[config.mk]
export PLATFORM = sky130hd
export DESIGN_NAME = pwm_output_steering
export DESIGN_NICKNAME = d
export VERILOG_FILES = /design/src/core/pwm_steer_pkg.sv /design/src/core/pwm_output_steering.sv /design/src/core/pwm_steer_tick.sv
export VERILOG_INCLUDE_DIRS = /design/src /design/src/core
export SDC_FILE = /design/constraint.sdc
export NUM_CORES = 1
export LEC_CHECK = 0
export BUFFER_PORTS_ARGS = -buffer_cell sky130_fd_sc_hd__buf_2
export CAP_MARGIN = 20
export CORE_UTILIZATION = 27
export DETAILED_ROUTE_END_ITERATION = 10
export GPL_ROUTABILITY_DRIVEN = 0
export SLEW_MARGIN = 20
export SYNTH_ARGS = -nofsm -noshare
export SYNTH_HDL_FRONTEND = slang
export SYNTH_SLANG_ARGS = --single-unit
[constraint.sdc]
create_clock -name I_MCLK -period 1.5 [get_ports I_MCLK]
set_input_delay 0.15 -clock I_MCLK [delete_from_list [all_inputs] [get_ports I_MCLK]]
set_output_delay 0.15 -clock I_MCLK [all_outputs]
set_load 0.03 [all_outputs]
[src/core/pwm_steer_map.svh]
// Register offsets, field positions, reset values and timing counts of the PWM output steering block
`ifndef PWM_STEER_MAP_SVH
`define PWM_STEER_MAP_SVH

// ----------------------------------------------------------------
// Register word offsets, matched against address bits 3:2
// ----------------------------------------------------------------
`define PSTEER_OFS_STEER     2'h0
`define PSTEER_OFS_CAPCOMP   2'h1
`define PSTEER_OFS_STATUS    2'h2

// ----------------------------------------------------------------
// Field positions
// ----------------------------------------------------------------
`define PSTEER_BIT_SYNC      4
`define PSTEER_BIT_PEND      4
`define PSTEER_MODE_LO       0
`define PSTEER_MODE_HI       3
`define PSTEER_CFG_LO        6
`define PSTEER_CFG_HI        7

// ----------------------------------------------------------------
// Reset values and mode codes
// ----------------------------------------------------------------
`define PSTEER_RST_STEER     5'h01
`define PSTEER_RST_APPLIED   4'h1
`define PSTEER_RST_CAPCOMP   8'h00
`define PSTEER_MODE_PWM      2'h3
`define PSTEER_CFG_SINGLE    2'h0

// ----------------------------------------------------------------
// Timing counts
// ----------------------------------------------------------------
`define PSTEER_INSTR_CLKS    2'h3

`endif

[src/core/pwm_steer_pkg.sv]
// Types shared by the PWM output steering block
package pwm_steer_pkg;

  // Bus handshake state
  typedef enum logic [0:0] {
    BS_IDLE = 1'b0,
    BS_ACK  = 1'b1
  } bus_state_t;

  // Four output pins, index 0 is pin A
  typedef logic [3:0] pin_vec_t;

endpackage

[src/core/pwm_output_steering.sv]
// PWM output steering with Avalon-MM register access
// Operation
// RULE1 - Sync set: apply steering at next period
// RULE2 - Sync clear: apply at next instruction boundary
// RULE3 - Enable D routes PWM, else port
// RULE4 - Enable C routes PWM, else port
// RULE5 - Enable B routes PWM, else port
// RULE6 - Steering only in single-output PWM mode
// RULE7 - Enable A resets set; bits 7:5 zero
//
// The implementer's own choices: the register offsets and the Avalon-MM interface to the registers.
`timescale 1ns/1ps
`include "pwm_steer_map.svh"

module pwm_output_steering (
  input  wire logic        I_MCLK,
  input  wire logic        I_RESET_N,
  input  wire logic [3:0]  I_ADDRESS,
  input  wire logic        I_READ,
  input  wire logic        I_WRITE,
  input  wire logic [31:0] I_WRITEDATA,
  input  wire logic [3:0]  I_BYTEENABLE,
  output logic      [31:0] O_READDATA,
  output logic             O_WAITREQUEST,
  input  wire logic        I_PWM,
  input  wire logic        I_PERIOD_START,
  input  wire logic [3:0]  I_PORT_DATA,
  output logic             O_PWM_OUT_A,
  output logic             O_PWM_OUT_B,
  output logic             O_PWM_OUT_C,
  output logic             O_PWM_OUT_D
);

  // ----------------------------------------------------------------
  // Declarations
  // ----------------------------------------------------------------
  pwm_steer_pkg::bus_state_t bs_q;
  pwm_steer_pkg::bus_state_t bs_d;
  logic                      wreq_q;
  logic                      wreq_d;
  logic [31:0]               rdata_q;
  logic [31:0]               rdata_d;
  logic [4:0]                steer_q;
  logic [4:0]                steer_d;
  logic [7:0]                capcomp_q;
  logic [7:0]                capcomp_d;
  pwm_steer_pkg::pin_vec_t   applied_q;
  pwm_steer_pkg::pin_vec_t   applied_d;
  logic                      pend_q;
  logic                      pend_d;
  pwm_steer_pkg::pin_vec_t   out_q;
  pwm_steer_pkg::pin_vec_t   out_d;
  pwm_steer_pkg::pin_vec_t   pwm_pol;
  logic                      instr_tick;
  logic                      req;
  logic                      commit;
  logic                      wr_steer;
  logic                      wr_capcomp;
  logic                      apply_now;
  logic                      steer_mode;
  logic [1:0]                word_sel;

  // ----------------------------------------------------------------
  // Instruction-cycle enable
  // ----------------------------------------------------------------
  pwm_steer_tick u_tick (
    .i_clk     (I_MCLK),
    .i_reset_n (I_RESET_N),
    .o_tick    (instr_tick)
  );

  // ----------------------------------------------------------------
  // Avalon-MM slave: one wait state, access commits when waitrequest is low
  // ----------------------------------------------------------------
  assign req      = I_READ | I_WRITE;
  assign commit   = req & (bs_q == pwm_steer_pkg::BS_ACK);
  assign word_sel = I_ADDRESS[3:2];
  // Only byte lane 0 carries data; other lanes are ignored
  assign wr_steer   = commit & I_WRITE & I_BYTEENABLE[0] & (word_sel == `PSTEER_OFS_STEER);
  assign wr_capcomp = commit & I_WRITE & I_BYTEENABLE[0] & (word_sel == `PSTEER_OFS_CAPCOMP);

  // Handshake and read data; unmapped words read zero
  always_comb begin
    bs_d    = bs_q;
    wreq_d  = 1'b1;
    rdata_d = rdata_q;
    unique case (bs_q)
      pwm_steer_pkg::BS_IDLE: begin
        if (req) begin
          bs_d   = pwm_steer_pkg::BS_ACK;
          wreq_d = 1'b0;
          unique case (word_sel)
            `PSTEER_OFS_STEER:   rdata_d = {27'h0, steer_q};                  // RULE7
            `PSTEER_OFS_CAPCOMP: rdata_d = {24'h0, capcomp_q};
            `PSTEER_OFS_STATUS:  rdata_d = {27'h0, pend_q, applied_q};
            default:             rdata_d = 32'h0;
          endcase
        end
      end
      pwm_steer_pkg::BS_ACK: begin
        bs_d = pwm_steer_pkg::BS_IDLE;
      end
    endcase
  end

  always_ff @(posedge I_MCLK or negedge I_RESET_N) begin
    if (!I_RESET_N) begin
      bs_q    <= pwm_steer_pkg::BS_IDLE;
      wreq_q  <= 1'b1;
      rdata_q <= 32'h0;
    end else begin
      bs_q    <= bs_d;
      wreq_q  <= wreq_d;
      rdata_q <= rdata_d;
    end
  end

  // ----------------------------------------------------------------
  // Steering registers: software copy, pending flag, applied copy
  // ----------------------------------------------------------------
  // The applied copy is what drives the pins; a new write waits for its boundary
  assign apply_now = pend_q & (steer_q[`PSTEER_BIT_SYNC] ? I_PERIOD_START : instr_tick); // RULE1 RULE2

  always_comb begin
    steer_d   = steer_q;
    capcomp_d = capcomp_q;
    applied_d = applied_q;
    pend_d    = pend_q;
    if (apply_now) begin
      applied_d = steer_q[3:0];                                                // RULE1 RULE2
      pend_d    = 1'b0;
    end
    // A write in the apply cycle wins, so it is never lost
    if (wr_steer) begin
      steer_d = I_WRITEDATA[4:0];                                              // RULE7
      pend_d  = 1'b1;
    end
    if (wr_capcomp) begin
      capcomp_d = I_WRITEDATA[7:0];
    end
  end

  always_ff @(posedge I_MCLK or negedge I_RESET_N) begin
    if (!I_RESET_N) begin
      steer_q   <= `PSTEER_RST_STEER;                                          // RULE7
      capcomp_q <= `PSTEER_RST_CAPCOMP;
      applied_q <= `PSTEER_RST_APPLIED;                                        // RULE7
      pend_q    <= 1'b0;
    end else begin
      steer_q   <= steer_d;
      capcomp_q <= capcomp_d;
      applied_q <= applied_d;
      pend_q    <= pend_d;
    end
  end

  // ----------------------------------------------------------------
  // Pin steering
  // ----------------------------------------------------------------
  // Mode low bit 1 inverts pins A and C, bit 0 inverts pins B and D
  assign steer_mode = (capcomp_q[`PSTEER_MODE_HI:`PSTEER_MODE_HI-1] == `PSTEER_MODE_PWM) &&
                      (capcomp_q[`PSTEER_CFG_HI:`PSTEER_CFG_LO] == `PSTEER_CFG_SINGLE); // RULE6

  // Per-pin polarity and source selection
  genvar gi;
  generate
    for (gi = 0; gi < 4; gi++) begin : g_pin
      assign pwm_pol[gi] = I_PWM ^ capcomp_q[`PSTEER_MODE_LO + 1 - (gi % 2)];
      always_comb begin
        out_d[gi] = (steer_mode && applied_q[gi]) ? pwm_pol[gi] : I_PORT_DATA[gi]; // RULE3 RULE4 RULE5 RULE7
      end
    end
  endgenerate

  // Pins are registered so they never glitch on mux changes
  always_ff @(posedge I_MCLK or negedge I_RESET_N) begin
    if (!I_RESET_N) begin
      out_q <= 4'h0;
    end else begin
      out_q <= out_d;
    end
  end

  assign O_PWM_OUT_A   = out_q[0];
  assign O_PWM_OUT_B   = out_q[1];
  assign O_PWM_OUT_C   = out_q[2];
  assign O_PWM_OUT_D   = out_q[3];
  assign O_READDATA    = rdata_q;
  assign O_WAITREQUEST = wreq_q;
endmodule // pwm_output_steering

[src/core/pwm_steer_tick.sv]
// Instruction-cycle divider: one-cycle enable every four clocks
`timescale 1ns/1ps
`include "pwm_steer_map.svh"

module pwm_steer_tick (
  input  wire logic i_clk,
  input  wire logic i_reset_n,
  output logic      o_tick
);

  logic [1:0] cnt_q;
  logic [1:0] cnt_d;
  logic       tick_q;
  logic       tick_d;

  // Wraps at the last phase of an instruction cycle
  always_comb begin
    cnt_d  = (cnt_q == `PSTEER_INSTR_CLKS) ? 2'h0 : cnt_q + 2'h1;
    tick_d = (cnt_q == `PSTEER_INSTR_CLKS);
  end

  always_ff @(posedge i_clk or negedge i_reset_n) begin
    if (!i_reset_n) begin
      cnt_q  <= 2'h0;
      tick_q <= 1'b0;
    end else begin
      cnt_q  <= cnt_d;
      tick_q <= tick_d;
    end
  end

  assign o_tick = tick_q;

endmodule // pwm_steer_tick

==> run summary, run 1 <==
SETUP PATH
---------------------------------------------------------------------------------
Critical path peak fanout                                                       4
RR Endpoint                                                          applied_q[2]
Delay of the slowest cell on the worst path                               0.38 ns
Setup slack of the most critical reg-to-reg path                          0.11 ns
R2r worst-path depth                                                            3
Critical path class                                                  flop to flop
Type of destination of the critical path                                     flop
Critical-path cell with the highest stage delay                      sky130_fd_sc_hd__dfrtp_1
Cell breakdown of the critical path                                  mux2_2, nand2_1, mux2_2
CP Data Arrival Time                                                      1.56 ns
Worst reg2reg startpoint                                               steer_q[4]
Kind of start point of the critical path                                     flop
Most Frequent Cell on Critical Path                                  sky130_fd_sc_hd__mux2_2
Req. time, crit path                                                      1.67 ns

HOLD PATH
---------------------------------------------------------------------------------
Cell depth of the worst hold path                                               2
Worst hold endpoint                                                  capcomp_q[5]
Path class of the lowest-slack min-delay path                        input port to flop
Worst hold path startpoint                                           I_WRITEDATA[5]

PLACED DESIGN
---------------------------------------------------------------------------------
Cell total after placement                                                    244
Count of buffers inserted at the top-level ports                               33
Standard cell area after detailed placement                          0.00183 mm^2
Half-perimeter wire length after placement                                2.20 mm

SYNTHESIS
---------------------------------------------------------------------------------
Leading register cell type out of synthesis                          sky130_fd_sc_hd__dfrtp_1
Synth unique cells                                                             24
Count leader, synth                                                  sky130_fd_sc_hd__dfrtp_1
Number of synthesized flops with an enable pin                                  0
Number of warnings issued by yosys                                              0
Flip-flop and latch count after synthesis                                      35
Post-synthesis async set-or-reset flop share                                 1.00
Biggest area contributors in the synthesized netlist                 sky130_fd_sc_hd__dfrtp_1 48%, sky130_fd_sc_hd__mux2_2 11%, sky130_fd_sc_hd__buf_4 11%
Top cells by count, synth                                            32 x sky130_fd_sc_hd__dfrtp_1, 25 x sky130_fd_sc_hd__buf_4, 17 x sky130_fd_sc_hd__mux2_2
Synthesized instance count                                                    138
Library cell occupying the most area in the post-synthesis netlist   sky130_fd_sc_hd__dfrtp_1
Synth Area per Inst                                                     12.1 um^2
Area of the mapped netlist                                           0.00168 mm^2
Sequential element share of the synthesized area                            0.525
Area share of the largest cell type after synthesis                         0.478

POWER
---------------------------------------------------------------------------------
Pwr Density                                                          1360 mW/mm^2
Leakage power of the design                                              0.961 nW
Maximum ir drop on the vdd rail                                          0.394 mV

GLOBAL ROUTING
---------------------------------------------------------------------------------
Antenna violations before repair                                                0
Vias in the first global route                                                990
Global-route congestion overflow total                                          0
Pin count of the biggest net entering global routing                           36
Global-route wire length before repair                                    4.82 mm
GRT Overall Usage                                                           0.102

STA
---------------------------------------------------------------------------------
Post-route setup TNS                                                         0 ns
Setup violations, final                                                         0
Achievable clock frequency                                                721 MHz
Final critical path time including I/O delays and setup                   1.39 ns
Hold violation total from the final report                                      0
Setup repair after global routing missed its margin                            no
Worst-Margin Slew                                                        0.521 ns
Normalized max-slew margin                                                  0.653
Pins over their slew limit                                                      0
Final setup skew                                                       0.00746 ns
Final worst path period share                                               0.924

LAYOUT
---------------------------------------------------------------------------------
Ant diodes                                                                      0
Share of post-route cells with drive strength above 1                       0.433
Count of fill cells added during filler insertion                             615
Final cell utilization of the core                                          0.324
# nets final                                                                  228
Area added between synthesis and finish                                     14.9%
Design area                                                          0.00193 mm^2
Filler-free cell count of the finished design                                 253

CLOCK TREE
---------------------------------------------------------------------------------
Clock latency on the worst-skew pair                                      0.29 ns
Maximum clock insertion buffer count                                            2
Buffer count from post-CTS setup fixing                                         0
Max H-tree Level                                                                2
Clk slew on worst S/H paths                                               0.07 ns
TritonCTS clock tree                                                        built
Num Clock Sinks                                                                35
CTS Root Cell                                                        sky130_fd_sc_hd__clkbuf_8
Cts bufs inserted                                                               5

RUN
---------------------------------------------------------------------------------
Total of max-cap violations                                                     0

DRT
---------------------------------------------------------------------------------
Wire length reported by the detailed router                               2.91 mm
Average routed wire per standard cell                                     11.5 um
Pre-Repair DR Iteration Count                                                   4
DR DRC count                                                                    0
Mean number of vias per cell                                                 4.03
Detail Route Antenna Nets                                                       0
Via count                                                                    1019
Iteration-0 DRC count of the detailed router                                   46

FLOORPLANNING
---------------------------------------------------------------------------------
Initial core utilization                                                    0.282
IO Pins                                                                        87
Standard cell core area                                              0.00596 mm^2
Area of the die                                                      0.00653 mm^2
Standard-cell rows                                                             28
Die boundary height                                                       80.8 um
Die span in x                                                             80.8 um

OUTCOME
---------------------------------------------------------------------------------
Run status                                                           complete, no violations

logic make-up after synthesis:
group	count (synthesis)	synth area share
simple gates	31	0.0970
flops	35	0.525
other cells	1	0.00224
mux	27	0.189
fa+ha+maj	1	0.00746
xor+xnor	2	0.0104
compound gates	12	0.0396
buf+inv	29	0.130
registers in the layout (all words and copies together) (netlist names):
| signal | flops |
|---|---|
| O_READDATA | 8 |
| capcomp_q | 8 |
| steer_q | 5 |
| applied_q | 4 |
| out_q | 4 |
| u_tick.cnt_q | 2 |
| O_WAITREQUEST | 1 |
| bs_q | 1 |
| pend_q | 1 |
| u_tick.o_tick | 1 |
layout by cell type (no fill, tap or decap), types with 2 or more instances in the layout:
| cell | count |
|---|---|
| sky130_fd_sc_hd__buf_2 | 33 |
| sky130_fd_sc_hd__dfrtp_1 | 32 |
| sky130_fd_sc_hd__conb_1 | 24 |
| sky130_fd_sc_hd__mux2_2 | 17 |
| sky130_fd_sc_hd__nand2_1 | 11 |
| sky130_fd_sc_hd__a21oi_1 | 10 |
| sky130_fd_sc_hd__nor2_1 | 6 |
| sky130_fd_sc_hd__mux2_4 | 5 |
| sky130_fd_sc_hd__mux2i_1 | 5 |
| sky130_fd_sc_hd__or2_2 | 5 |
| sky130_fd_sc_hd__clkbuf_8 | 5 |
| sky130_fd_sc_hd__nand3_1 | 4 |
| sky130_fd_sc_hd__dfstp_2 | 3 |
| sky130_fd_sc_hd__xor2_1 | 2 |
| sky130_fd_sc_hd__clkbuf_1 | 2 |
| sky130_fd_sc_hd__buf_4 | 2 |
worst max-delay path: cells and delay by family, from the launching register on:
kind	cells	cell delay, ns
DFF	1	0.38
muxes	2	0.72
and+or+nand+nor	1	0.18
metal layers:
metal / track usage / wire length, um
met1: 0.121 / 1240
met2: 0.153 / 1400
met3: 0.0483 / 215
met4: 0.0500 / 51
met5: 0 / 0
worst max-delay path by stage:
stage          cells after the start  slack [ns]       endpoint       start
5_1_grt                            3        0.05   applied_q[2]  steer_q[4]
2_1_floorplan                      3        0.23   applied_q[1]  steer_q[4]
6_report                           3        0.11   applied_q[2]  steer_q[4]
3_3_place_gp                       3        0.11     steer_q[1]        bs_q
4_1_cts                            3        0.06     steer_q[4]        bs_q
3_5_place_dp                       5        0.07  O_READDATA[7]     I_WRITE
per-stage QoR:
step                setup slack [ns]  total power, mW  hold slack [ns]
global route                  0.0462             2.79           0.0873
global placement               0.107             1.99            0.209
finish                         0.113             2.62           0.0933
CTS                           0.0620             2.66           0.0880
detailed placement            0.0706             2.00            0.212
floorplan                      0.233             1.85           -0.146
timing repair:
item	in CTS	in global routing
setup endpoints to repair	0	5
resized for setup	0	2
endpoints found under the hold margin	32	0
hold buffers	1	0
cell type report:
cell class / count / area [um^2] / share of cell area
tap: 75 / 93.8 / 0.0487
clock inverter: 1 / 5.00 / 0.00260
clock buffer: 7 / 76.3 / 0.0396
timing repair buffer: 36 / 190 / 0.0987
sequential: 35 / 880 / 0.456
multi-input combinational: 97 / 671 / 0.348
inverter: 2 / 11.3 / 0.00584
power by group:
group	internal, mW	switching [mW]
Sequential	1.17	0.140
Combinational	0.290	0.378
Clock	0.325	0.315
Total	1.79	0.834
(Power assumes the default switching activity.)
==> inputs of run 2 (changes only) <==
Settings changed: PLACE_DENSITY set to 0.59.
==> run 2 against run 1 <==
  * Critical path depth did not move
  * First-iteration DRC count grew 6.5%
  * Final cell count up 1.2%
  * Total power increased by 4.3%
  * Utilization is 0.55 points higher
  * Largest power group unchanged
==> run summary, run 2 (synthesized netlist as in run 1, its figures left out) <==
OUTCOME
-------------------------------------------------------------------------
Run status                                                   complete, no violations   unchanged

PLACED DESIGN
-------------------------------------------------------------------------
Pre-CTS worst setup slack                                       0.0981 ns   was 0.0706 ns
Standard cell area after detailed placement                  0.00185 mm^2   was 0.00183 mm^2
Half-perimeter wire length after placement                        2.33 mm   was 2.20 mm
Count of buffers inserted at the top-level ports                       33   unchanged

STA
-------------------------------------------------------------------------
Achievable clock frequency                                        716 MHz   was 721 MHz
Final critical path time including I/O delays and setup           1.40 ns   was 1.39 ns
Final setup skew                                               0.00318 ns   was 0.00746 ns
Pins over their slew limit                                              0   unchanged
Final worst path period share                                       0.931   was 0.924
Post-route setup slack                                           0.103 ns   was 0.113 ns
Post-route setup TNS                                                 0 ns   unchanged
Setup violations, final                                                 0   unchanged
Hold violation total from the final report                              0   unchanged
Setup repair after global routing missed its margin                    no   unchanged

CLOCK TREE
-------------------------------------------------------------------------
TritonCTS clock tree                                                built   unchanged
Num Clock Sinks                                                        35   unchanged
CTS Root Cell                                                sky130_fd_sc_hd__clkbuf_8   unchanged
Clock latency on the worst-skew pair                              0.28 ns   was 0.29 ns
Max H-tree Level                                                        2   unchanged
Clk slew on worst S/H paths                                       0.07 ns   about the same
Maximum clock insertion buffer count                                    2   unchanged
Cts bufs inserted                                                       5   unchanged

FLOORPLANNING
-------------------------------------------------------------------------
Die span in x                                                     80.8 um   unchanged
IO Pins                                                                87   unchanged
Die boundary height                                               80.8 um   unchanged
Standard-cell rows                                                     28   unchanged
Area of the die                                              0.00653 mm^2   unchanged
Standard cell core area                                      0.00596 mm^2   unchanged
Initial core utilization                                            0.282   unchanged

LAYOUT
-------------------------------------------------------------------------
Most common cell after layout, fill and taps aside           sky130_fd_sc_hd__buf_2   unchanged
Area added between synthesis and finish                             16.9%   was 14.9%
Ant diodes                                                              0   unchanged
# nets final                                                          231   was 228
Design area                                                  0.00196 mm^2   was 0.00193 mm^2
Share of post-route cells with drive strength above 1               0.436   was 0.433
Most used cells in the layout excluding fill and tap cells   33 x sky130_fd_sc_hd__buf_2, 32 x sky130_fd_sc_hd__dfrtp_1, 24 x sky130_fd_sc_hd__conb_1   unchanged

SETUP PATH
-------------------------------------------------------------------------
Type of destination of the critical path                             flop   unchanged
Buf/Inv on CP                                                           0   unchanged
Crit-path leading delay family                               simple AND/OR/NAND/NOR gates   was multiplexers
Worst setup startpoint                                               bs_q   was steer_q[4]
Critical path class                                          flop to flop   unchanged
Delay of the slowest cell on the worst path                       0.50 ns   was 0.38 ns
Worst reg2reg startpoint                                             bs_q   was steer_q[4]
Setup slack of the most critical reg-to-reg path                  0.10 ns   was 0.11 ns
RR Endpoint                                                    steer_q[2]   was applied_q[2]
CP Data Arrival Time                                              1.57 ns   was 1.56 ns
Kind of start point of the critical path                             flop   unchanged
Critical-path cell with the highest stage delay              sky130_fd_sc_hd__or3_1   was sky130_fd_sc_hd__dfrtp_1
R2r worst-path depth                                                    3   unchanged
Cell breakdown of the critical path                          nand3_1, or3_1, mux2_4   was mux2_2, nand2_1, mux2_2
Req. time, crit path                                              1.67 ns   about the same
Critical path peak fanout                                               6   was 4

HOLD PATH
-------------------------------------------------------------------------
Worst hold endpoint                                              out_q[0]   was capcomp_q[5]
Worst hold path startpoint                                   I_PORT_DATA[0]   was I_WRITEDATA[5]
Cell depth of the worst hold path                                       2   unchanged
Path class of the lowest-slack min-delay path                input port to flop   unchanged

GLOBAL ROUTING
-------------------------------------------------------------------------
GRT Overall Usage                                                   0.108   was 0.102
Pin count of the biggest net entering global routing                   36   unchanged
Antenna violations before repair                                        0   unchanged
Global-route congestion overflow total                                  0   unchanged
Global-route wire length before repair                            5.08 mm   was 4.82 mm
Vias in the first global route                                       1053   was 990

DRT
-------------------------------------------------------------------------
Wire length reported by the detailed router                       3.02 mm   was 2.91 mm
Via count                                                            1026   was 1019
DR DRC count                                                            0   unchanged
Pre-Repair DR Iteration Count                                           4   unchanged
Mean number of vias per cell                                         4.01   was 4.03
Detail Route Antenna Nets                                               0   unchanged
Iteration-0 DRC count of the detailed router                           49   was 46
Average routed wire per standard cell                             11.8 um   was 11.5 um

POWER
-------------------------------------------------------------------------
Total power draw                                                  2.73 mW   was 2.62 mW
Leakage power of the design                                      0.985 nW   was 0.961 nW
Pwr Density                                                  1400 mW/mm^2   was 1360 mW/mm^2
Maximum ir drop on the vdd rail                                  0.343 mV   was 0.394 mV

RUN
-------------------------------------------------------------------------
Total of max-cap violations                                             0   unchanged

==> run 2: changes by cell type in the layout (fill, tap and decap cells not counted), sizes merged <==
cell / change
buf: +3
clkbuf: +1
clkinvlp: -1
==> run 2: metrics by stage <==
stage	std cells	util	hold WS, ns
final	256	0.329	0.0966
after global routing	256	0.329	0.0898
after CTS	256	0.329	0.0898
after detailed placement	247	0.311	0.221
after global placement	247	0.311	0.217
after floorplan	161	-	-0.146
==> run 2: routing by layer <==
metal  track usage  wire [um]
met4        0.0446         48
met1         0.126       1250
met3        0.0562        275
met2         0.166       1440
met5             0          0
==> run 2: what timing repair did <==
item                       4_1_cts  5_1_grt
hold endpoints to repair        32        0
setup buffers                    0        0
resized for setup                0        0
setup endpoints to repair        0        0
hold buffers                     1        0
==> run 2: final cells by class <==
| class | instances | area (um^2) |
|---|---|---|
| clock buffers | 8 | 100 |
| fillers | 629 | 4000 |
| inverters | 2 | 7.51 |
| multi-input cells | 97 | 666 |
| flip-flops and latches | 35 | 880 |
| well taps | 75 | 93.8 |
| repair buffers | 39 | 213 |
==> run 2: how the worst max path moves through the flow <==
stage	to	slack [ns]	depth (start not counted)
after floorplan	applied_q[1]	0.23	3
after global placement	steer_q[1]	0.12	3
after detailed placement	steer_q[1]	0.1	3
after CTS	steer_q[1]	0.09	3
after global routing	steer_q[3]	0.04	3
final	steer_q[2]	0.10	3
==> run 2: where the power goes <==
| part | leakage [nW] | switching [mW] | internal, mW | total, mW |
|---|---|---|---|---|
| sequential | 0.429 | 0.153 | 1.17 | 1.33 |
| clock | 0.0515 | 0.323 | 0.419 | 0.742 |
| combinational | 0.504 | 0.373 | 0.294 | 0.667 |
==> inputs of run 3 (changes only) <==
Settings changed: CORE_UTILIZATION 27 to 46, CTS_BUF_LIST set to sky130_fd_sc_hd__clkbuf_2 sky130_fd_sc_hd__clkbuf_4 sky130_fd_sc_hd__clkbuf_8, PLACE_DENSITY 0.59 to 0.88.
==> run 3 against run 2 <==
  * Final cell count fell by 12%
  * Via count rose by 1.4%
  * Count of clock-buffer cells in the layout fell by 1
  * Critical path depth did not move
  * Utilization rose by 22 points
  * Sequential share of layout area rose by 2.3 points
  * Critical path type unchanged
==> run summary, run 3 (synthesized netlist as in run 1, its figures left out) <==
OUTCOME
-------------------------------------------------------------------------
Run status                                                   complete, no violations   unchanged

CLOCK TREE
-------------------------------------------------------------------------
Post_cts resized                                                        0   unchanged
Number of hold buffers added after CTS                                  1   unchanged
Max H-tree Level                                                        2   unchanged
Num Clock Sinks                                                        35   unchanged
Clk slew on worst S/H paths                                       0.11 ns   was 0.07 ns
Clock latency on the worst-skew pair                              0.32 ns   was 0.28 ns
Buffer count from post-CTS setup fixing                                 0   unchanged
TritonCTS clock tree                                                built   unchanged
Maximum clock insertion buffer count                                    2   unchanged
Cts bufs inserted                                                       5   unchanged
CTS Root Cell                                                sky130_fd_sc_hd__clkbuf_4   was sky130_fd_sc_hd__clkbuf_8

PLACED DESIGN
-------------------------------------------------------------------------
Count of buffers inserted at the top-level ports                       33   unchanged
Standard cell area after detailed placement                  0.00180 mm^2   was 0.00185 mm^2
Half-perimeter wire length after placement                        1.99 mm   was 2.33 mm
Pre-CTS worst setup slack                                        0.112 ns   was 0.0981 ns

DRT
-------------------------------------------------------------------------
Iteration-0 DRC count of the detailed router                           43   was 49
Mean number of vias per cell                                         4.62   was 4.01
DR DRC count                                                            0   unchanged
Average routed wire per standard cell                             12.3 um   was 11.8 um
Pre-Repair DR Iteration Count                                           4   unchanged
Via count                                                            1040   was 1026
Detail Route Antenna Nets                                               0   unchanged
Wire length reported by the detailed router                       2.78 mm   was 3.02 mm

GLOBAL ROUTING
-------------------------------------------------------------------------
Vias in the first global route                                        984   was 1053
Global-route met1 utilization                                       0.217   was 0.126
Global-route congestion overflow total                                  0   unchanged
Pin count of the biggest net entering global routing                   36   unchanged
GRT Overall Usage                                                   0.159   was 0.108
Top Usage Layer GRT                                                  met2   unchanged
GR Layer Usage met3                                                0.0383   was 0.0562
M2 GR Usage                                                         0.245   was 0.166
Global-route wire length before repair                            4.68 mm   was 5.08 mm
Antenna violations before repair                                        0   unchanged

LAYOUT
-------------------------------------------------------------------------
Design area                                                  0.00187 mm^2   was 0.00196 mm^2
Most used cells in the layout excluding fill and tap cells   33 x sky130_fd_sc_hd__buf_2, 32 x sky130_fd_sc_hd__dfrtp_1, 24 x sky130_fd_sc_hd__conb_1   unchanged
# nets final                                                          229   was 231
Area added between synthesis and finish                             11.3%   was 16.9%
Ant diodes                                                              0   unchanged
Share of post-route cells with drive strength above 1               0.436   about the same
Most common cell after layout, fill and taps aside           sky130_fd_sc_hd__buf_2   unchanged

FLOORPLANNING
-------------------------------------------------------------------------
Area of the die                                              0.00389 mm^2   was 0.00653 mm^2
Die span in x                                                     62.4 um   was 80.8 um
Standard cell core area                                      0.00342 mm^2   was 0.00596 mm^2
Initial core utilization                                            0.491   was 0.282
Standard-cell rows                                                     21   was 28
IO Pins                                                                87   unchanged
Die boundary height                                               62.4 um   was 80.8 um

SETUP PATH
-------------------------------------------------------------------------
Type of destination of the critical path                             flop   unchanged
CP Data Arrival Time                                              1.60 ns   was 1.57 ns
Kind of start point of the critical path                             flop   unchanged
Critical path peak fanout                                               6   unchanged
Req. time, crit path                                              1.70 ns   was 1.67 ns
Critical path class                                          flop to flop   unchanged

POWER
-------------------------------------------------------------------------
Leakage power of the design                                      0.960 nW   was 0.985 nW
Sequential fraction of design power                                 0.530   was 0.485
Fraction of power spent switching nets                              0.327   was 0.310
Switching pwr                                                      817 uW   was 849 uW
Clock network fraction of total power                               0.204   was 0.271
Maximum ir drop on the vdd rail                                  0.765 mV   was 0.343 mV
Pwr Density                                                  1340 mW/mm^2   was 1400 mW/mm^2
Internal power component                                          1.68 mW   was 1.89 mW
Combinational group share of total power                            0.267   was 0.244

STA
-------------------------------------------------------------------------
Hold violation total from the final report                              0   unchanged
Post-route setup TNS                                                 0 ns   unchanged
Final worst path period share                                       0.933   was 0.931
Setup violations, final                                                 0   unchanged
Post-route setup slack                                          0.0998 ns   was 0.103 ns
Pins over their slew limit                                              0   unchanged
Setup repair after global routing missed its margin                    no   unchanged
Final setup skew                                                0.0157 ns   was 0.00318 ns
Final critical path time including I/O delays and setup           1.40 ns   about the same
Achievable clock frequency                                        714 MHz   was 716 MHz

HOLD PATH
-------------------------------------------------------------------------
Path class of the lowest-slack min-delay path                input port to flop   unchanged

RUN
-------------------------------------------------------------------------
Total of max-cap violations                                             0   unchanged

## run 3: path summary, 6_finish.rpt
| path | from | endpoint | slack (ns) | depth (start not counted) |
|---|---|---|---|---|
| worst max-delay path | bs_q | steer_q[3] | 0.1 | 3 |
| worst min-delay path | I_PORT_DATA[0] | out_q[0] | 0.05 | 2 |
| worst max register to register | bs_q | steer_q[3] | 0.1 | 3 |
| worst min register to register | u_tick.cnt_q[0] | u_tick.cnt_q[0] | 0.44 | 1 |
| max in group asynchronous | I_RESET_N | steer_q[0] | 0.78 | 3 |
| min in group asynchronous | I_RESET_N | O_READDATA[2] | 0.38 | 3 |
## run 3: final cells by class
| cell class | instances | area [um^2] |
|---|---|---|
| clock buffers | 7 | 52.6 |
| clock inverters | 1 | 5.00 |
| fillers | 304 | 1550 |
| inverters | 2 | 7.51 |
| multi-input cells | 97 | 666 |
| flip-flops and latches | 35 | 880 |
| well taps | 46 | 57.6 |
| repair buffers | 37 | 198 |
## run 3: critical path: stages, from the launching register on
cell                      delay [ns]
sky130_fd_sc_hd__dfrtp_1        0.36
sky130_fd_sc_hd__nand3_1        0.08
sky130_fd_sc_hd__or3_1          0.49
sky130_fd_sc_hd__mux2_4         0.35
## run 3: routing by layer
metal,vias to the layer above,part of all wire
met5,-,0
met4,0,0.0061
met3,2,0.045
met2,34,0.48
met1,511,0.46
li1,493,-
## run 3: power groups by stage
stage                     Clock, mW  Combinational (mW)  Sequential, mW
after CTS                     0.522               0.672            1.32
after floorplan                   0               0.443            1.41
after global placement            0               0.651            1.33
final                         0.508               0.665            1.32
after global routing          0.562               0.724            1.36
after detailed placement          0               0.667            1.34
## run 3: through the flow
stage / power, mW / util / hold slack (ns) / cells
2_1_floorplan: 1.85 / - / -0.146 / 161
3_3_place_gp: 1.98 / 0.526 / 0.202 / 216
3_5_place_dp: 2.01 / 0.526 / 0.207 / 216
4_1_cts: 2.52 / 0.546 / 0.0410 / 225
5_1_grt: 2.64 / 0.546 / 0.0356 / 225
6_report: 2.50 / 0.546 / 0.0509 / 225
